===== config.mk =====
export PLATFORM = sky130hd
export DESIGN_NAME = ces_top
export DESIGN_NICKNAME = d
export VERILOG_FILES = /design/src/design/ces_top.v /design/src/design/ces_pin_edge.v
export VERILOG_INCLUDE_DIRS = /design/src /design/src/shared
export SDC_FILE = /design/constraint.sdc
export NUM_CORES = 1
export LEC_CHECK = 0
export BUFFER_PORTS_ARGS = -buffer_cell sky130_fd_sc_hd__buf_4
export CORE_UTILIZATION = 30
export DETAILED_ROUTE_END_ITERATION = 7
export SETUP_SLACK_MARGIN = 0.3
export SLEW_MARGIN = 20
export SYNTH_ARGS = -nofsm -noshare
export SYNTH_HDL_FRONTEND = slang
export SYNTH_SLANG_ARGS = --single-unit
export TNS_END_PERCENT = 10

===== constraint.sdc =====
create_clock -name i_clk -period 5.95 [get_ports i_clk]
set_input_delay 0 -clock i_clk [delete_from_list [all_inputs] [get_ports i_clk]]
set_output_delay 0 -clock i_clk [all_outputs]
set_load 0.05 [all_outputs]

===== src/shared/ces_defines.vh =====
// Constants for the CPU exception sequencer: register offsets, reset
// values, field positions and vector numbers.
// Assumes inclusion by bare name from the design files.
`ifndef CES_DEFINES_VH
`define CES_DEFINES_VH

// Register offsets on the plain register port
`define CES_OFS_SYSCTL      8'hf2
`define CES_OFS_PRIO_FIRST  8'hf8
`define CES_OFS_PRIO_SECOND 8'hf9

// Reset values
`define CES_SYSCTL_RST      8'h0b
`define CES_PRIO_RST        8'h00

// System control register fields
`define CES_SC_UFS_BIT      3
`define CES_SC_NONMASKABLE_EDGE_SELECT_BIT    2
`define CES_SC_FIXED1_BIT   1
`define CES_SC_ONCHIP_MEMORY_ENABLE_BIT     0

// Condition flags register fields
`define CES_CCR_I_BIT       7
`define CES_CCR_UI_BIT      6

// Vector numbers
`define CES_VEC_RESET       6'h00
`define CES_VEC_NMI         6'h07
`define CES_VEC_TRAP_BASE   6'h08
`define CES_VEC_SRC_BASE    6'h0c

// Stack frame size in bytes
`define CES_FRAME_BYTES     24'h000004

`endif


===== src/design/ces_top.v =====
// CPU exception sequencer: reset, interrupt and trap entry with vector fetch.
// Assumes a memory port that acknowledges with i_mem_ack, an instruction
// sequencer that flags instruction ends and traps, and software on the
// plain register port.
//
// Summary of operation
// - Pending exceptions taken: reset, interrupt, trap.
// - Trap always accepted while running, never masked.
// - Interrupts wait for instruction or entry end.
// - Trap/interrupt: push PC and flags, mask, vector.
// - Reset entry: no push, mask, reset vector.
// - Vector slot address is four times number.
// - Trap selector 0-3 maps to vectors 8-11.
// - Init pin low halts the sequencer and initialises its state and registers.
// - Reset handling starts on init pin rising.
// - Leaving reset sets global mask, reads vector.
// - Watchdog overflow in reset mode resets too.
// - No interrupt before first instruction completes.
// - Nonmaskable interrupt highest, ignores mask flags.
// - Maskable sources on two levels, arbitrated.
// - Trap sets global mask; aux too if select 0.
// - Eight external plus 34 internal vectored sources.
// - Eight address areas, 1M or 16M mode.
// - Memory enable clear sends RAM range external.
// - Flag select bit 3, resets to 1.
// - Edge select bit 2: 0 falling, 1 rising.
//
// The register addresses and the plain strobed port were chosen for this implementation.
`timescale 1ns/1ns
`default_nettype none
`include "ces_defines.vh"

module ces_top #(
    parameter N_EXT  = 8,
    parameter N_INT  = 34,
    parameter RAM_LO_1M  = 24'h0fef10,
    parameter RAM_HI_1M  = 24'h0fff0f,
    parameter RAM_LO_16M = 24'hffef10,
    parameter RAM_HI_16M = 24'hffff0f
) (
    // Clock and reset
    input  wire                     i_clk,
    input  wire                     i_rst,
    // Pins
    input  wire                     i_chip_init_pin_n,
    input  wire                     i_nmi_pin,
    input  wire                     i_mode_16m_pin,
    // Watchdog
    input  wire                     i_watchdog_unit_ovf,
    input  wire                     i_watchdog_unit_rst_sel,
    // Interrupt requests from the controller, external lines first
    input  wire [N_EXT+N_INT-1:0]   i_irq_req,
    // Instruction sequencer
    input  wire                     i_insn_done,
    input  wire                     i_software_trap_instruction,
    input  wire [1:0]               i_trap_sel,
    input  wire [23:0]              i_pc,
    input  wire [7:0]               i_condition_flags_register,
    input  wire [23:0]              i_stack_top_pointer,
    // Memory port
    input  wire                     i_mem_ack,
    input  wire [31:0]              i_mem_rdata,
    output reg                      o_mem_rd,
    output reg                      o_mem_wr,
    output reg  [23:0]              o_mem_addr,
    output reg  [31:0]              o_mem_wdata,
    // Results to the CPU core
    output reg                      o_run,
    output reg                      o_periph_init,
    output reg                      o_pc_load,
    output reg  [23:0]              o_pc_new,
    output reg                      o_flags_load,
    output reg  [7:0]               o_flags_new,
    output reg                      o_sp_load,
    output reg  [23:0]              o_sp_new,
    output reg                      o_irq_ack,
    output reg  [5:0]               o_irq_ack_vec,
    // Address decode
    input  wire [23:0]              i_acc_addr,
    output reg  [2:0]               o_area,
    output reg                      o_ext_bus,
    // Register port
    input  wire [7:0]               i_reg_addr,
    input  wire [7:0]               i_reg_wdata,
    input  wire                     i_reg_wr,
    input  wire                     i_reg_rd,
    output reg  [7:0]               o_reg_rdata
);

    localparam NSRC = N_EXT + N_INT;

    // ------------------------------------------------------------
    // States
    // ------------------------------------------------------------
    localparam [2:0] ST_HOLD = 3'd0;
    localparam [2:0] ST_RVEC = 3'd1;
    localparam [2:0] ST_RUN  = 3'd2;
    localparam [2:0] ST_PUSH = 3'd3;
    localparam [2:0] ST_VEC  = 3'd4;

    reg [2:0]  state_r;
    reg [7:0]  system_control_reg_r;
    reg [7:0]  priority_level_reg_first_r;
    reg [7:0]  priority_level_reg_second_r;
    reg        nmi_pend_r;
    reg        trap_pend_r;
    reg [1:0]  trap_sel_r;
    reg        first_blk_r;
    reg        entry_done_r;
    reg [5:0]  vec_r;
    reg        wdt_hold_r;
    reg        mode_meta_r;
    reg        mode_16m_r;

    wire init_level;
    wire init_rise;
    wire nmi_edge;
    wire ufs = system_control_reg_r[`CES_SC_UFS_BIT];
    wire i_f = i_condition_flags_register[`CES_CCR_I_BIT];
    wire ui_f = i_condition_flags_register[`CES_CCR_UI_BIT];

    // ------------------------------------------------------------
    // Pin synchronisers
    // ------------------------------------------------------------
    ces_pin_edge u_init (
        .i_clk      (i_clk),
        .i_rst      (i_rst),
        .i_pin      (i_chip_init_pin_n),
        .i_rise_sel (1'b1),
        .o_level    (init_level),
        .o_edge     (init_rise)
    );

    ces_pin_edge u_nmi (
        .i_clk      (i_clk),
        .i_rst      (i_rst),
        .i_pin      (i_nmi_pin),
        .i_rise_sel (system_control_reg_r[`CES_SC_NONMASKABLE_EDGE_SELECT_BIT]),
        .o_level    (),
        .o_edge     (nmi_edge)
    );

    always @(posedge i_clk or posedge i_rst) begin
        if (i_rst) begin
            mode_meta_r <= 1'b0;
            mode_16m_r  <= 1'b0;
        end else begin
            mode_meta_r <= i_mode_16m_pin;
            mode_16m_r  <= mode_meta_r;
        end
    end

    // Reset state: pin low, or watchdog overflow in reset mode
    wire wdt_reset = i_watchdog_unit_ovf & i_watchdog_unit_rst_sel;
    wire in_reset  = ~init_level | wdt_reset;

    // ------------------------------------------------------------
    // Interrupt arbitration
    // ------------------------------------------------------------
    reg [NSRC-1:0] lvl;
    reg            pick_ok;
    reg [5:0]      pick_idx;
    reg            lvl1_ok;
    reg            lvl0_ok;
    integer        s;

    // Level bit per source; internal sources share bits in groups of eight, the last two share bit 7 of the second register
    always @* begin
        lvl = {NSRC{1'b0}};
        for (s = 0; s < NSRC; s = s + 1) begin
            if (s == 0) begin
                lvl[s] = priority_level_reg_first_r[7];
            end else if (s == 1) begin
                lvl[s] = priority_level_reg_first_r[6];
            end else if (s < 4) begin
                lvl[s] = priority_level_reg_first_r[5];
            end else if (s < N_EXT) begin
                lvl[s] = priority_level_reg_first_r[4];
            end else if (s < N_EXT + 32) begin
                lvl[s] = priority_level_reg_first_r[3 - ((s - N_EXT) >> 3)];
            end else begin
                lvl[s] = priority_level_reg_second_r[7];
            end
        end
    end

    // Three-level masking when the aux flag is a mask, else I alone
    always @* begin
        lvl1_ok  = ~i_f;
        lvl0_ok  = ~i_f & (ufs | ~ui_f);
        pick_ok  = 1'b0;
        pick_idx = 6'h00;
        for (s = NSRC - 1; s >= 0; s = s - 1) begin
            if (i_irq_req[s] & ~lvl[s] & lvl0_ok & ~(|(i_irq_req & lvl))) begin
                pick_ok  = 1'b1;
                pick_idx = s[5:0];
            end
        end
        for (s = NSRC - 1; s >= 0; s = s - 1) begin
            if (i_irq_req[s] & lvl[s] & lvl1_ok) begin
                pick_ok  = 1'b1;
                pick_idx = s[5:0];
            end
        end
    end

    // Interrupts wait for a boundary and are shut out until the first
    // instruction after reset, since the stack pointer is not yet valid.
    wire boundary = (i_insn_done | entry_done_r) & ~first_blk_r;
    wire take_nmi = boundary & nmi_pend_r;
    wire take_irq = boundary & ~nmi_pend_r & pick_ok;
    wire trap_now = trap_pend_r | i_software_trap_instruction;

    // Flags for entry: aux mask joins only when it acts as a mask
    wire [7:0] flags_set = i_condition_flags_register
                         | (8'h01 << `CES_CCR_I_BIT)
                         | ({7'h00, ~ufs} << `CES_CCR_UI_BIT);

    // ------------------------------------------------------------
    // Sequencer
    // ------------------------------------------------------------
    always @(posedge i_clk or posedge i_rst) begin
        if (i_rst) begin
            state_r       <= ST_HOLD;
            nmi_pend_r    <= 1'b0;
            trap_pend_r   <= 1'b0;
            trap_sel_r    <= 2'b00;
            first_blk_r   <= 1'b1;
            entry_done_r  <= 1'b0;
            vec_r         <= `CES_VEC_RESET;
            wdt_hold_r    <= 1'b0;
            o_mem_rd      <= 1'b0;
            o_mem_wr      <= 1'b0;
            o_mem_addr    <= 24'h000000;
            o_mem_wdata   <= 32'h00000000;
            o_run         <= 1'b0;
            o_periph_init <= 1'b1;
            o_pc_load     <= 1'b0;
            o_pc_new      <= 24'h000000;
            o_flags_load  <= 1'b0;
            o_flags_new   <= 8'h00;
            o_sp_load     <= 1'b0;
            o_sp_new      <= 24'h000000;
            o_irq_ack     <= 1'b0;
            o_irq_ack_vec <= 6'h00;
        end else begin
            o_pc_load    <= 1'b0;
            o_flags_load <= 1'b0;
            o_sp_load    <= 1'b0;
            o_irq_ack    <= 1'b0;
            entry_done_r <= 1'b0;
            wdt_hold_r   <= wdt_reset;
            // A new edge wins over the clear in the same cycle
            if (nmi_edge) begin
                nmi_pend_r <= 1'b1;
            end else if (take_nmi && state_r == ST_RUN) begin
                nmi_pend_r <= 1'b0;
            end
            if (i_insn_done) begin
                first_blk_r <= 1'b0;
            end
            if (in_reset) begin
                state_r       <= ST_HOLD;
                o_periph_init <= 1'b1;
                o_run         <= 1'b0;
                o_mem_rd      <= 1'b0;
                o_mem_wr      <= 1'b0;
                nmi_pend_r    <= 1'b0;
                trap_pend_r   <= 1'b0;
                first_blk_r   <= 1'b1;
            end else begin
                case (state_r)
                    ST_HOLD: begin
                        // Pin release or end of a watchdog reset
                        if (init_rise | wdt_hold_r) begin
                            state_r       <= ST_RVEC;
                            o_periph_init <= 1'b0;
                            o_mem_rd      <= 1'b1;
                            o_mem_addr    <= {16'h0000, `CES_VEC_RESET, 2'b00};
                        end
                    end
                    ST_RVEC: begin
                        if (i_mem_ack) begin
                            // No push: the stack pointer is undefined here
                            o_mem_rd     <= 1'b0;
                            o_pc_load    <= 1'b1;
                            o_pc_new     <= i_mem_rdata[23:0];
                            o_flags_load <= 1'b1;
                            o_flags_new  <= i_condition_flags_register
                                          | (8'h01 << `CES_CCR_I_BIT);
                            o_run        <= 1'b1;
                            state_r      <= ST_RUN;
                        end
                    end
                    ST_RUN: begin
                        if (i_software_trap_instruction) begin
                            trap_pend_r <= 1'b1;
                            trap_sel_r  <= i_trap_sel;
                        end
                        if (take_nmi | take_irq | trap_now) begin
                            if (take_nmi) begin
                                vec_r <= `CES_VEC_NMI;
                            end else if (take_irq) begin
                                vec_r <= `CES_VEC_SRC_BASE + pick_idx;
                            end else begin
                                // Trap is never masked
                                trap_pend_r <= 1'b0;
                                vec_r <= `CES_VEC_TRAP_BASE
                                       + {4'h0, (trap_pend_r ? trap_sel_r : i_trap_sel)};
                            end
                            o_irq_ack     <= take_nmi | take_irq;
                            o_irq_ack_vec <= take_nmi ? `CES_VEC_NMI
                                                      : `CES_VEC_SRC_BASE + pick_idx;
                            o_run       <= 1'b0;
                            state_r     <= ST_PUSH;
                            o_mem_wr    <= 1'b1;
                            // Even longword frame, low address bit forced to zero
                            o_mem_addr  <= (i_stack_top_pointer - `CES_FRAME_BYTES)
                                         & 24'hfffffe;
                            o_mem_wdata <= {i_condition_flags_register, i_pc};
                        end
                    end
                    ST_PUSH: begin
                        if (i_mem_ack) begin
                            o_mem_wr   <= 1'b0;
                            o_sp_load  <= 1'b1;
                            o_sp_new   <= o_mem_addr;
                            o_mem_rd   <= 1'b1;
                            o_mem_addr <= {16'h0000, vec_r, 2'b00};
                            state_r    <= ST_VEC;
                        end
                    end
                    ST_VEC: begin
                        if (i_mem_ack) begin
                            o_mem_rd     <= 1'b0;
                            o_pc_load    <= 1'b1;
                            o_pc_new     <= i_mem_rdata[23:0];
                            o_flags_load <= 1'b1;
                            o_flags_new  <= flags_set;
                            o_run        <= 1'b1;
                            entry_done_r <= 1'b1;
                            state_r      <= ST_RUN;
                        end
                    end
                    default: begin
                        state_r <= ST_HOLD;
                    end
                endcase
            end
        end
    end

    // ------------------------------------------------------------
    // Registers
    // ------------------------------------------------------------
    always @(posedge i_clk or posedge i_rst) begin
        if (i_rst) begin
            system_control_reg_r        <= `CES_SYSCTL_RST;
            priority_level_reg_first_r  <= `CES_PRIO_RST;
            priority_level_reg_second_r <= `CES_PRIO_RST;
            o_reg_rdata                 <= 8'h00;
        end else if (in_reset) begin
            system_control_reg_r        <= `CES_SYSCTL_RST;
            priority_level_reg_first_r  <= `CES_PRIO_RST;
            priority_level_reg_second_r <= `CES_PRIO_RST;
            o_reg_rdata                 <= 8'h00;
        end else begin
            if (i_reg_wr) begin
                case (i_reg_addr)
                    `CES_OFS_SYSCTL: begin
                        // Bit 1 is fixed at one
                        system_control_reg_r <= i_reg_wdata
                                              | (8'h01 << `CES_SC_FIXED1_BIT);
                    end
                    `CES_OFS_PRIO_FIRST: begin
                        priority_level_reg_first_r <= i_reg_wdata;
                    end
                    `CES_OFS_PRIO_SECOND: begin
                        priority_level_reg_second_r <= i_reg_wdata;
                    end
                    default: begin
                    end
                endcase
            end
            case (i_reg_addr)
                `CES_OFS_SYSCTL: begin
                    o_reg_rdata <= i_reg_rd ? system_control_reg_r : 8'h00;
                end
                `CES_OFS_PRIO_FIRST: begin
                    o_reg_rdata <= i_reg_rd ? priority_level_reg_first_r : 8'h00;
                end
                `CES_OFS_PRIO_SECOND: begin
                    o_reg_rdata <= i_reg_rd ? priority_level_reg_second_r : 8'h00;
                end
                default: begin
                    o_reg_rdata <= 8'h00;
                end
            endcase
        end
    end

    // ------------------------------------------------------------
    // Address decode
    // ------------------------------------------------------------
    wire in_ram = mode_16m_r ? (i_acc_addr >= RAM_LO_16M && i_acc_addr <= RAM_HI_16M)
                             : (i_acc_addr >= RAM_LO_1M  && i_acc_addr <= RAM_HI_1M);

    always @(posedge i_clk or posedge i_rst) begin
        if (i_rst) begin
            o_area    <= 3'd0;
            o_ext_bus <= 1'b1;
        end else begin
            o_area    <= mode_16m_r ? i_acc_addr[23:21] : i_acc_addr[19:17];
            o_ext_bus <= ~(in_ram & system_control_reg_r[`CES_SC_ONCHIP_MEMORY_ENABLE_BIT]);
        end
    end

endmodule

`default_nettype wire


===== src/design/ces_pin_edge.v =====
// Two-flop synchroniser with selectable edge detection.
// Assumes an asynchronous pin input; outputs are in the i_clk domain.
`timescale 1ns/1ns
`default_nettype none

module ces_pin_edge (
    // Clock and reset
    input  wire i_clk,
    input  wire i_rst,
    // Pin and edge choice
    input  wire i_pin,
    input  wire i_rise_sel,
    // Results
    output reg  o_level,
    output reg  o_edge
);

    reg meta_r;
    reg prev_r;

    // First flop feeds only the second; edges are seen one stage later
    always @(posedge i_clk or posedge i_rst) begin
        if (i_rst) begin
            meta_r  <= 1'b0;
            o_level <= 1'b0;
            prev_r  <= 1'b0;
            o_edge  <= 1'b0;
        end else begin
            meta_r  <= i_pin;
            o_level <= meta_r;
            prev_r  <= o_level;
            o_edge  <= i_rise_sel ? (o_level & ~prev_r) : (~o_level & prev_r);
        end
    end

endmodule

`default_nettype wire


Word level (Yosys, flattened, before mapping)
Index checks and enable logic that the tools add are counted.
{"block": "totals", "wordCells": 581, "ff_bits": 187, "out_inout_bits": 138, "in_bits": 184}
{"block": "op_classes", "add_sub_neg": 3, "bitwise": 250, "reduce_logical": 34, "n_lt_le_gt_ge": 4, "eq_ne": 16, "mux": 237}
{"operator": "$mux W6", "n": 87}
{"operator": "$and A1 B1 Y1", "n": 220}
{"operator": "$mux W8", "n": 15}
{"operator": "$mux W1", "n": 118}
{"operator": "$mux W24", "n": 3}
{"operator": "$pmux W24 S3", "n": 1}
{"operator": "$and A42 B42 Y42", "n": 1}
{"operator": "$reduce_or A42 Y1", "n": 1}
{"operator": "$eq A8 B8 Y1 const B", "n": 3}
{"operator": "$ge A24 B20 Y1 const B", "n": 1}
{"operator": "$ge A24 B24 Y1 const B", "n": 1}
{"operator": "$le A24 B20 Y1 const B", "n": 1}
{"operator": "$le A24 B24 Y1 const B", "n": 1}
{"operator": "$pmux W8 S3", "n": 1}
{"operator": "$sub A24 B3 Y24 const B", "n": 1}
{"operator": "$not A1 Y1", "n": 21}
{"operator": "$mux W3", "n": 6}
{"operator": "$reduce_and A3 Y1", "n": 6}
{"operator": "$reduce_bool A2 Y1", "n": 9}
{"operator": "$pmux W8 S2", "n": 1}
{"operator": "$pmux W3 S4", "n": 1}
{"operator": "$reduce_and A4 Y1", "n": 3}
{"operator": "$reduce_bool A3 Y1", "n": 4}
{"operator": "$ne A2 B2 Y1 const B", "n": 4}
{"operator": "20 further kinds", "n": 34}

Depth between registers and ports, before layout
Gate-level depths: netlist of run 1.
{"block": "depth", "depth_word": 95, "ltp_mapped": 10, "depth_no_buf": 9}

Hierarchy
A second synthesis of run 1 with hierarchy kept.
{"block": "hier_totals", "cells_unflattened": 998, "area_unflattened_um2": 9396.5}
{"mod": "ces_top", "instances": 1, "seq_area_each_um2": 4410.5, "area_per_inst_um2": 9143.8, "cells_each": 982}
{"mod": "ces_pin_edge", "instances": 2, "seq_area_each_um2": 100.1, "area_per_inst_um2": 126.4, "cells_each": 8}

Least setup slack after synthesis of run 1
OpenSTA, ideal clock, no wires.
{"block": "synth_path", "kind": "reg-to-reg", "start": "register priority_level_reg_first_r[5]", "end": "register vec_r[4]", "stages_incl_launch_ff": 9, "n_path_buf": 1, "slack_ns": 3.235, "arrival_ns": 2.593, "period_less_slack_ns": 2.715, "required_time_ns": 5.828, "cell_sequence": "dfrtp_1 -> clkbuf_1 -> o21ai_0 -> nand2_1 -> or4_4 -> or4b_1 -> a211o_1 -> xor2_1 -> a32o_1"}
{"block": "synth_between", "elab_chain_len": 92, "elab_cells_between_ends": 229, "cone_classes": "add/sub (1); mux (170); bitwise (56); reduce/logical (2)"}
{"item": "start: declaration", "line": "ces_top.v:103", "source": "reg [7:0] priority_level_reg_first_r;"}
{"item": "start signal: assignment", "line": "ces_top.v:359", "source": "priority_level_reg_first_r <= `CES_PRIO_RST;"}
{"item": "start signal: assignment", "line": "ces_top.v:364", "source": "priority_level_reg_first_r <= `CES_PRIO_RST;"}
{"item": "start signal: assignment", "line": "ces_top.v:376", "source": "priority_level_reg_first_r <= i_reg_wdata;"}
{"item": "branches (longest 92 deep; another with $and A42 B42 Y42)"}
{"item": "end signal: assignment", "line": "ces_top.v:302", "source": "vec_r <= `CES_VEC_NMI;"}
{"item": "end signal: assignment", "line": "ces_top.v:304", "source": "vec_r <= `CES_VEC_SRC_BASE + pick_idx;"}
{"item": "end signal: assignment", "line": "ces_top.v:308", "source": "vec_r <= `CES_VEC_TRAP_BASE"}
{"item": "end: declaration", "line": "ces_top.v:110", "source": "reg [5:0] vec_r;"}
Several ways; the timed one is not identified.
A chain may end at the register's enable or synchronous reset.

Final worst setup path of run 1
{"block": "layout_path", "start": "register priority_level_reg_first_r[5]", "end": "register vec_r[1]"}
The elaborated chain is that of the path after synthesis.

==> results.sh, run 1 <==
export IMPL_postCtsHoldBufs=109
export IMPL_rsz0062_at_grt="no"
export IMPL_slew_violations=0
export IMPL_holdPathStages=5
export IMPL_drcViolationCount=0
export IMPL_syn_inst=1054
export IMPL_first_pass_iters=5
export IMPL_placed_area_um2=11900
export IMPL_finalCritPeriodShare_pct=61.4
export IMPL_p_total_w=0.00419
export IMPL_hold_path_class="primary input to flop"
export IMPL_ctsResizeCount=0
export IMPL_nets=1632
export IMPL_netlist_area_um2=9290
export IMPL_io_buffers=306
export IMPL_cts_root_buf="clkbuf_16"
export IMPL_rows=64
export IMPL_pin_count=322
export IMPL_clock_latency_ns=0.43
export IMPL_synth_edf_count=0
export IMPL_clk_path_buf_depth=2
export IMPL_grt_ovfl_total=0
export IMPL_start_util_pct=30.5
export IMPL_wl_per_cell_um=16.1
export IMPL_crit_fanout=45
export IMPL_cts_buffers=17
export IMPL_drt_total_wl_um=29900
export IMPL_antenna_left=0
export IMPL_synth_flop_cell="dfrtp_1"
export IMPL_design_area_um2=13600
export IMPL_grt_pass1_vias=8574
export IMPL_setup_ws_ns=2.30
export IMPL_post_drt_via_cell_ratio=4.97
export IMPL_initialDrtViolationCount=605
export IMPL_vias=9214
export IMPL_grt_usage_pct=18.5
export IMPL_ys_async_sr_fraction_pct=100
export IMPL_fin_util_pct=44.6
export IMPL_layout_min_cycle_time_ns=3.65
export IMPL_grt_pass1_wl_um=46300
export IMPL_synthToLayoutAreaGrowth_pct=46.4
export IMPL_htree_levels=4
export IMPL_start_kind="flop"
export IMPL_required_ns=6.29
export IMPL_setup_tns_final_ns=0
export IMPL_dp_slack_ns=2.33
export IMPL_die_area_um2=31700
export IMPL_crit_type="flop to flop"
export IMPL_ir_worst_vdd_v=0.000183
export IMPL_yosysWarningCount=0
export IMPL_worst_pin_slew_ns=1.04
export IMPL_final_hold_violation_count=0
export IMPL_gp_congestion=0.873
export IMPL_die_x_um=178
export IMPL_drv_cap=0
export IMPL_die_h_um=178
export IMPL_setup_violations=0
export IMPL_cts_tree="done"
export IMPL_syn_avg_cell_area_um2=8.82
export IMPL_clock_sinks=184
export IMPL_end_kind="flop"
export IMPL_core_area_um2=30500
export IMPL_drive_gt1_share_pct=26.1
export IMPL_antenna_found_initial=0
export IMPL_grt_max_degree=120
export IMPL_dp_final_hpwl_um=21200
export IMPL_ys_types=83
export IMPL_yosysSeqAreaShare_pct=49.6
export IMPL_run_status="completed"
export IMPL_postCtsSetupRepairBufs=0
export IMPL_synth_seq_cells=184
export IMPL_n_antenna_cell=0
export IMPL_fmax_mhz=274
export IMPL_slew_headroom_pct=30.6
export IMPL_power_density_nw_per_um2=308
export IMPL_fillers=2918
export IMPL_fin_skew_ns=0.0100
export IMPL_r2r_cells=8
export IMPL_cp_arrival_ns=4.00
export IMPL_power_leakage_nw=6.64
export IMPL_clk_pin_slew_worst_paths_ns=0.08
synthesized netlist by cell type, drive strengths merged (4+ instances only):
| library cell | n | area share (%) |
|---|---|---|
| inv | 28 | 1.1 |
| o41ai | 8 | 1.1 |
| a211oi | 5 | 0.40 |
| buf | 14 | 0.85 |
| o311ai | 7 | 0.66 |
| nand4 | 6 | 0.40 |
| a2111oi | 5 | 0.47 |
| nor2 | 89 | 3.6 |
| mux2i | 19 | 2.0 |
| a22oi | 9 | 0.78 |
| or4 | 11 | 0.98 |
| mux2 | 8 | 0.97 |
| nand3b | 4 | 0.32 |
| nand2 | 327 | 13 |
| clkbuf | 34 | 1.5 |
| nor4 | 14 | 1.1 |
| a21oi | 45 | 2.5 |
| o2bb2ai | 6 | 0.57 |
| dfstp | 5 | 1.4 |
| or3 | 10 | 0.67 |
| xnor2 | 9 | 0.85 |
| o22ai | 7 | 0.47 |
| nor2b | 12 | 0.81 |
| o21ai | 39 | 2.2 |
| nand3 | 12 | 0.65 |
| o211ai | 9 | 0.73 |
| and2 | 4 | 0.27 |
| xor2 | 14 | 1.3 |
| o31a | 4 | 0.40 |
| a22o | 17 | 1.6 |
| nor3 | 23 | 1.2 |
| o31ai | 6 | 0.69 |
| dfrtp | 179 | 48 |
| nand2b | 14 | 0.94 |
cell type report:
class / count / area (um^2) / share of cell area (%)
flip-flops and latches: 184 / 4610 / 33.9
multi-input cells: 795 / 4370 / 32.1
repair buffers: 420 / 3430 / 25.2
well taps: 396 / 495 / 3.64
clock buffers: 17 / 425 / 3.13
clock inverters: 15 / 160 / 1.18
inverters: 28 / 113 / 0.828
cell usage in the layout, fill, tap and decap left out, types with 5 or more instances in the layout:
master / Yosys / final
nand3_1: 12 / 12
a2111oi_0: 5 / 5
nor2b_1: 12 / 12
or4_1: 8 / 8
or3_1: 10 / 10
mux2i_1: 19 / 19
nor3_1: 23 / 23
a211oi_1: 5 / 5
nand2b_1: 14 / 14
o2bb2ai_1: 6 / 6
dfrtp_1: 179 / 179
o22ai_1: 7 / 7
nor4_1: 13 / 13
buf_4: 5 / 311
nand2_1: 326 / 326
a22oi_1: 8 / 8
dfstp_2: 5 / 5
o211ai_1: 9 / 9
xnor2_1: 9 / 9
xor2_1: 14 / 14
o311ai_0: 7 / 7
dlygate4sd3_1: 0 / 109
nor2_1: 89 / 89
a22o_1: 17 / 17
mux2_2: 8 / 8
o41ai_1: 5 / 5
nand4_1: 6 / 6
clkbuf_16: 0 / 17
inv_1: 28 / 27
inv_6: 0 / 6
o21ai_0: 35 / 35
a21oi_1: 44 / 44
stage by stage:
stage	std cells	hold WS (ns)
floorplan	1055	0.0314
global placement	1714	0.110
detailed placement	1714	0.113
CTS	1855	0.00480
global route	1855	0.0338
finish	1855	0.0197
report_power, final:
part | switching [W] | leakage [nW] | internal, W
logic | 0.00101 | 3.91 | 0.000481
clock network | 0.000562 | 0.281 | 0.000563
registers | 0.000125 | 2.45 | 0.00145
routing by layer:
| layer | global-route usage, % | vias to the layer above | wire length (um) |
|---|---|---|---|
| met5 | 0 | - | 0 |
| met4 | 4.77 | 0 | 498 |
| met3 | 3.69 | 27 | 2010 |
| met2 | 29.6 | 315 | 13900 |
| met1 | 25.5 | 4429 | 13500 |
| li1 | - | 4443 | - |
path summary, 6_finish.rpt:
path	to	slack, ns	startpoint
max in group asynchronous	u_nmi.meta_r	4.20	i_rst
setup / recovery	vec_r[1]	2.30	priority_level_reg_first_r[5]
hold reg to reg	u_nmi.o_level	0.35	u_nmi.meta_r
hold / removal	o_mem_addr[6]	0.02	i_stack_top_pointer[6]
setup reg to reg	vec_r[1]	2.30	priority_level_reg_first_r[5]
min in group asynchronous	o_mem_wdata[6]	0.29	i_rst
critical path, stage by stage (launching register included):
cell and delay [ns]:
dfrtp_1 0.53, o21ai_0 0.31, nand2_1 0.15, or4_4 0.61, a311oi_2 0.41, o31a_2 0.31
nand2_2 0.56, or3_1 0.56, o211ai_1 0.11
flip-flops by register name, indices dropped and copies added, names as in the netlist, 2 cells and up:
| register | count |
|---|---|
| priority_level_reg_second_r | 8 |
| o_irq_ack_vec | 6 |
| priority_level_reg_first_r | 8 |
| o_area | 3 |
| o_sp_new | 23 |
| vec_r | 6 |
| state_r | 3 |
| system_control_reg_r | 7 |
| o_reg_rdata | 8 |
| o_pc_new | 24 |
| o_mem_wdata | 32 |
| o_flags_new | 8 |
| o_mem_addr | 23 |
| trap_sel_r | 2 |
kinds of logic (layout without fill, tap and decap cells):
family | after synthesis | count (layout) | synth area share (%)
muxes | 27 | 27 | 3.02
and+or+nand+nor | 536 | 536 | 25.2
buffers and inverters | 76 | 480 | 3.46
other | 1 | 2 | 0.0404
xor gates and xnor gates | 23 | 23 | 2.17
DFF | 184 | 184 | 49.6
AOI/OAI and AO/OA | 205 | 205 | 16.2
adders and majority gates | 2 | 2 | 0.269
Power figures use the tool's default switching activity.
==> run 2, diff against run 1 <==
ABC_AREA = 1   (was default)
clock period = 3.8 ns   (was 5.95 ns; I/O delays follow)
==> run 2 against run 1 <==
  * The run now ends with negative setup slack left
  * Sequential power increased by 77%
  * Clock-buffer cell count grew 1
  * Global-route usage grew 2.3 points
  * Synthesized area is 3.6% higher
  * Final area increased by 15%
  * Via count grew 15%
  * Combinational power rose to 2.7 times the previous value
  * Register-to-register slack worse by 3.9 ns
  * Flip-flop and latch count is the same
  * Clock power is 70% higher
  * Critical path type unchanged
  * Critical endpoint is now vec_r[0]
  * Largest power group is now combinational logic
  * Highest routed layer unchanged
==> results.sh, run 2 <==
export IMPL_run_status="finished, violations left"
export IMPL_violations="negative setup slack"
export IMPL_cp_depth=86
export IMPL_critPathTopFamily="simple AND/OR/NAND/NOR gates"
export IMPL_worst_pin_slew_ns=1.04
export IMPL_fillers=3072
export IMPL_synth_top_cells_by_area="dfrtp_1 47%, nand2_1 17%, inv_1 6.0%, nor2_1 4.1%, o21ai_0 3.7%"
export IMPL_grt_usage_pct=20.9
export IMPL_clk_pin_slew_worst_paths_ns=0.08
export IMPL_ys_async_sr_fraction_pct=100
export IMPL_clock_power_share_pct=21.9
export IMPL_synthTopCellsByCount="431 x nand2_1, 179 x dfrtp_1, 155 x inv_1"
export IMPL_crit_slowest_cell="dfrtp_2"
export IMPL_hold_path_startpoint="i_stack_top_pointer[5]"
export IMPL_place_inst=2086
export IMPL_r2r_cells=86
export IMPL_fmax_mhz=185
export IMPL_slew_violations=0
export IMPL_pin_count=322
export IMPL_drt_total_wl_um=34500
export IMPL_final_hold_violation_count=0
export IMPL_first_pass_iters=5
export IMPL_gp_congestion=0.945
export IMPL_drcViolationCount=0
export IMPL_netlist_area_um2=9630
export IMPL_yosysTopAreaCell="dfrtp_1"
export IMPL_start_kind="flop"
export IMPL_ir_worst_vdd_v=0.000458
export IMPL_die_area_um2=32800
export IMPL_switchingPower_w=0.00392
export IMPL_synth_flop_cell="dfrtp_1"
export IMPL_start_util_pct=30.5
export IMPL_grt_pass1_vias=10400
export IMPL_grt_max_degree=66
export IMPL_layout_common_cells="484 x buf_4, 421 x nand2_1, 175 x dfrtp_1"
export IMPL_cts_root_buf="clkbuf_16"
export IMPL_initialDrtViolationCount=586
export IMPL_io_buffers=306
export IMPL_synth_seq_cells=184
export IMPL_instances_no_fill=2261
export IMPL_htree_levels=4
export IMPL_r2r_start="priority_level_reg_first_r[1]"
export IMPL_synth_top_area_share_pct=46.5
export IMPL_fin_skew_ns=0.0180
export IMPL_ys_types=53
export IMPL_clk_path_buf_depth=2
export IMPL_rows=65
export IMPL_grt_pass1_wl_um=54400
export IMPL_setup_ws_ns=-1.61
export IMPL_cts_buffers=17
export IMPL_grt_ovfl_total=0
export IMPL_wl_per_cell_um=15.2
export IMPL_clock_sinks=184
export IMPL_synth_edf_count=0
export IMPL_synthToLayoutAreaGrowth_pct=62.2
export IMPL_layout_commonest_cell="buf_4"
export IMPL_crit_buf_inv=0
export IMPL_antenna_left=0
export IMPL_holdPathStages=6
export IMPL_critPathLaunch="priority_level_reg_first_r[1]"
export IMPL_comb_power_share_pct=46.1
export IMPL_rsz0062_at_grt="yes"
export IMPL_layout_min_cycle_time_ns=5.41
export IMPL_cp_arrival_ns=5.72
export IMPL_end_kind="flop"
export IMPL_power_leakage_nw=8.27
export IMPL_clock_latency_ns=0.43
export IMPL_cpPeakStageDelay_ns=0.45
export IMPL_regMostFlops="o_mem_wdata"
export IMPL_critical_path_most_common_cell="nand2_1"
export IMPL_syn_avg_cell_area_um2=7.57
export IMPL_vias=10600
export IMPL_dp_final_hpwl_um=25500
export IMPL_syn_inst=1273
export IMPL_drive_gt1_share_pct=34.0
export IMPL_finalCritPeriodShare_pct=142
export IMPL_largest_reg_flops=32
export IMPL_antenna_found_initial=1
export IMPL_crit_fanout=8
export IMPL_crit_type="flop to flop"
export IMPL_nets=2031
export IMPL_post_drt_via_cell_ratio=4.69
export IMPL_required_ns=4.11
export IMPL_yosysWarningCount=0
export IMPL_power_density_nw_per_um2=556
export IMPL_p_int_w=0.00477
export IMPL_yosysSeqAreaShare_pct=47.9
export IMPL_hold_path_class="primary input to flop"
export IMPL_cts_tree="done"
export IMPL_seq_power_share_pct=32.1
export IMPL_hold_slack_ns=0.0251
export IMPL_setup_violations=12
export IMPL_sw_frac_of_total_pct=45.1
export IMPL_largestRegisters="o_mem_wdata (32), o_pc_new (24)"
export IMPL_drv_cap=0
export IMPL_die_x_um=181
export IMPL_slew_headroom_pct=30.8
export IMPL_synth_most_common_cell="nand2_1"
export IMPL_core_area_um2=31600
export IMPL_die_h_um=181
run 2: cell types whose count changed after synthesis, moves of 10 or more:
cell,change
a22o_1,-16
inv_1,+127
nand3_1,+49
a21oi_1,-20
nor2_1,+17
nand2b_1,-14
nor2b_1,-12
nand4_1,+10
mux2_2,+15
nand2_1,+105
mux2i_1,-18
nor3_1,+19
o21ai_0,+37
run 2: layout make-up:
type	instances	area (um^2)	share of cell area, %
inverter	159	609	3.90
sequential	184	4620	29.5
multi-input combinational	888	4470	28.6
antenna	1	2.50	0.0160
clock inverter	14	199	1.27
clock buffer	18	439	2.81
tap	402	503	3.22
timing repair buffer	595	4790	30.6
run 2: kinds of logic (layout without fill, tap and decap cells):
family / count (synthesis) / count (layout) / share of synthesized area, %
mux: 24 / 24 / 2.79
buf+inv: 202 / 786 / 8.41
xor+xnor: 10 / 10 / 0.910
other cells: 1 / 3 / 0.0389
compound gates: 169 / 169 / 10.4
fa+ha+maj: 2 / 2 / 0.260
flops: 184 / 184 / 47.9
simple gates: 681 / 681 / 29.3
run 2: tightest hold or removal path, cell delays in order:
cell,delay [ns]
buf_4,0.10
inv_1,0.04
nor2_1,0.08
o21ai_0,0.09
nand2_1,0.07
nand2_1,0.04
run 2: what timing repair did:
action	CTS	global route
setup endpoints to repair	72	72
hold endpoints to repair	148	0
hold buffers	105	0
pin swaps	20	21
gates resized for setup	53	34
buffers inserted	34	3
run 2: worst paths after layout:
path                                   to  slack (ns)
setup / recovery                 vec_r[0]       -1.61
hold / removal              o_mem_addr[5]        0.03
setup reg to reg                 vec_r[0]       -1.61
hold reg to reg            u_init.o_level        0.35
max in group asynchronous     o_pc_new[6]        2.54
min in group asynchronous  o_reg_rdata[6]        0.34
run 2: power groups by stage:
stage	logic (W)	clock network (W)	registers (W)
after global routing	0.00424	0.00203	0.00285
after CTS	0.00396	0.00196	0.00278
final	0.00400	0.00190	0.00279
after floorplan	0.000886	0	0.00429
after global placement	0.00374	0	0.00280
after detailed placement	0.00377	0	0.00280
run 2: per-layer routing:
layer / vias up / GRT usage (%) / wire, um
li1: 5235 / - / -
met1: 4979 / 27.9 / 15400
met2: 326 / 34.2 / 16300
met3: 57 / 2.98 / 1700
met4: 0 / 7.83 / 1030
met5: - / 0 / 0
run 2: metrics by stage:
step / utilization (%) / instance area [um^2] / setup WS, ns / power (W) / setup TNS [ns]
final: 49.5 / 15600 / -1.61 / 0.00869 / -16.86
after CTS: 49.1 / 15500 / -1.62 / 0.00870 / -14.59
after global placement: 42.4 / 13400 / -1.63 / 0.00654 / -8.02
after global routing: 49.5 / 15600 / -2.53 / 0.00912 / -20.98
after detailed placement: 42.4 / 13400 / -1.67 / 0.00657 / -9.78
after floorplan: - / 9640 / -0.944 / 0.00518 / -2.40
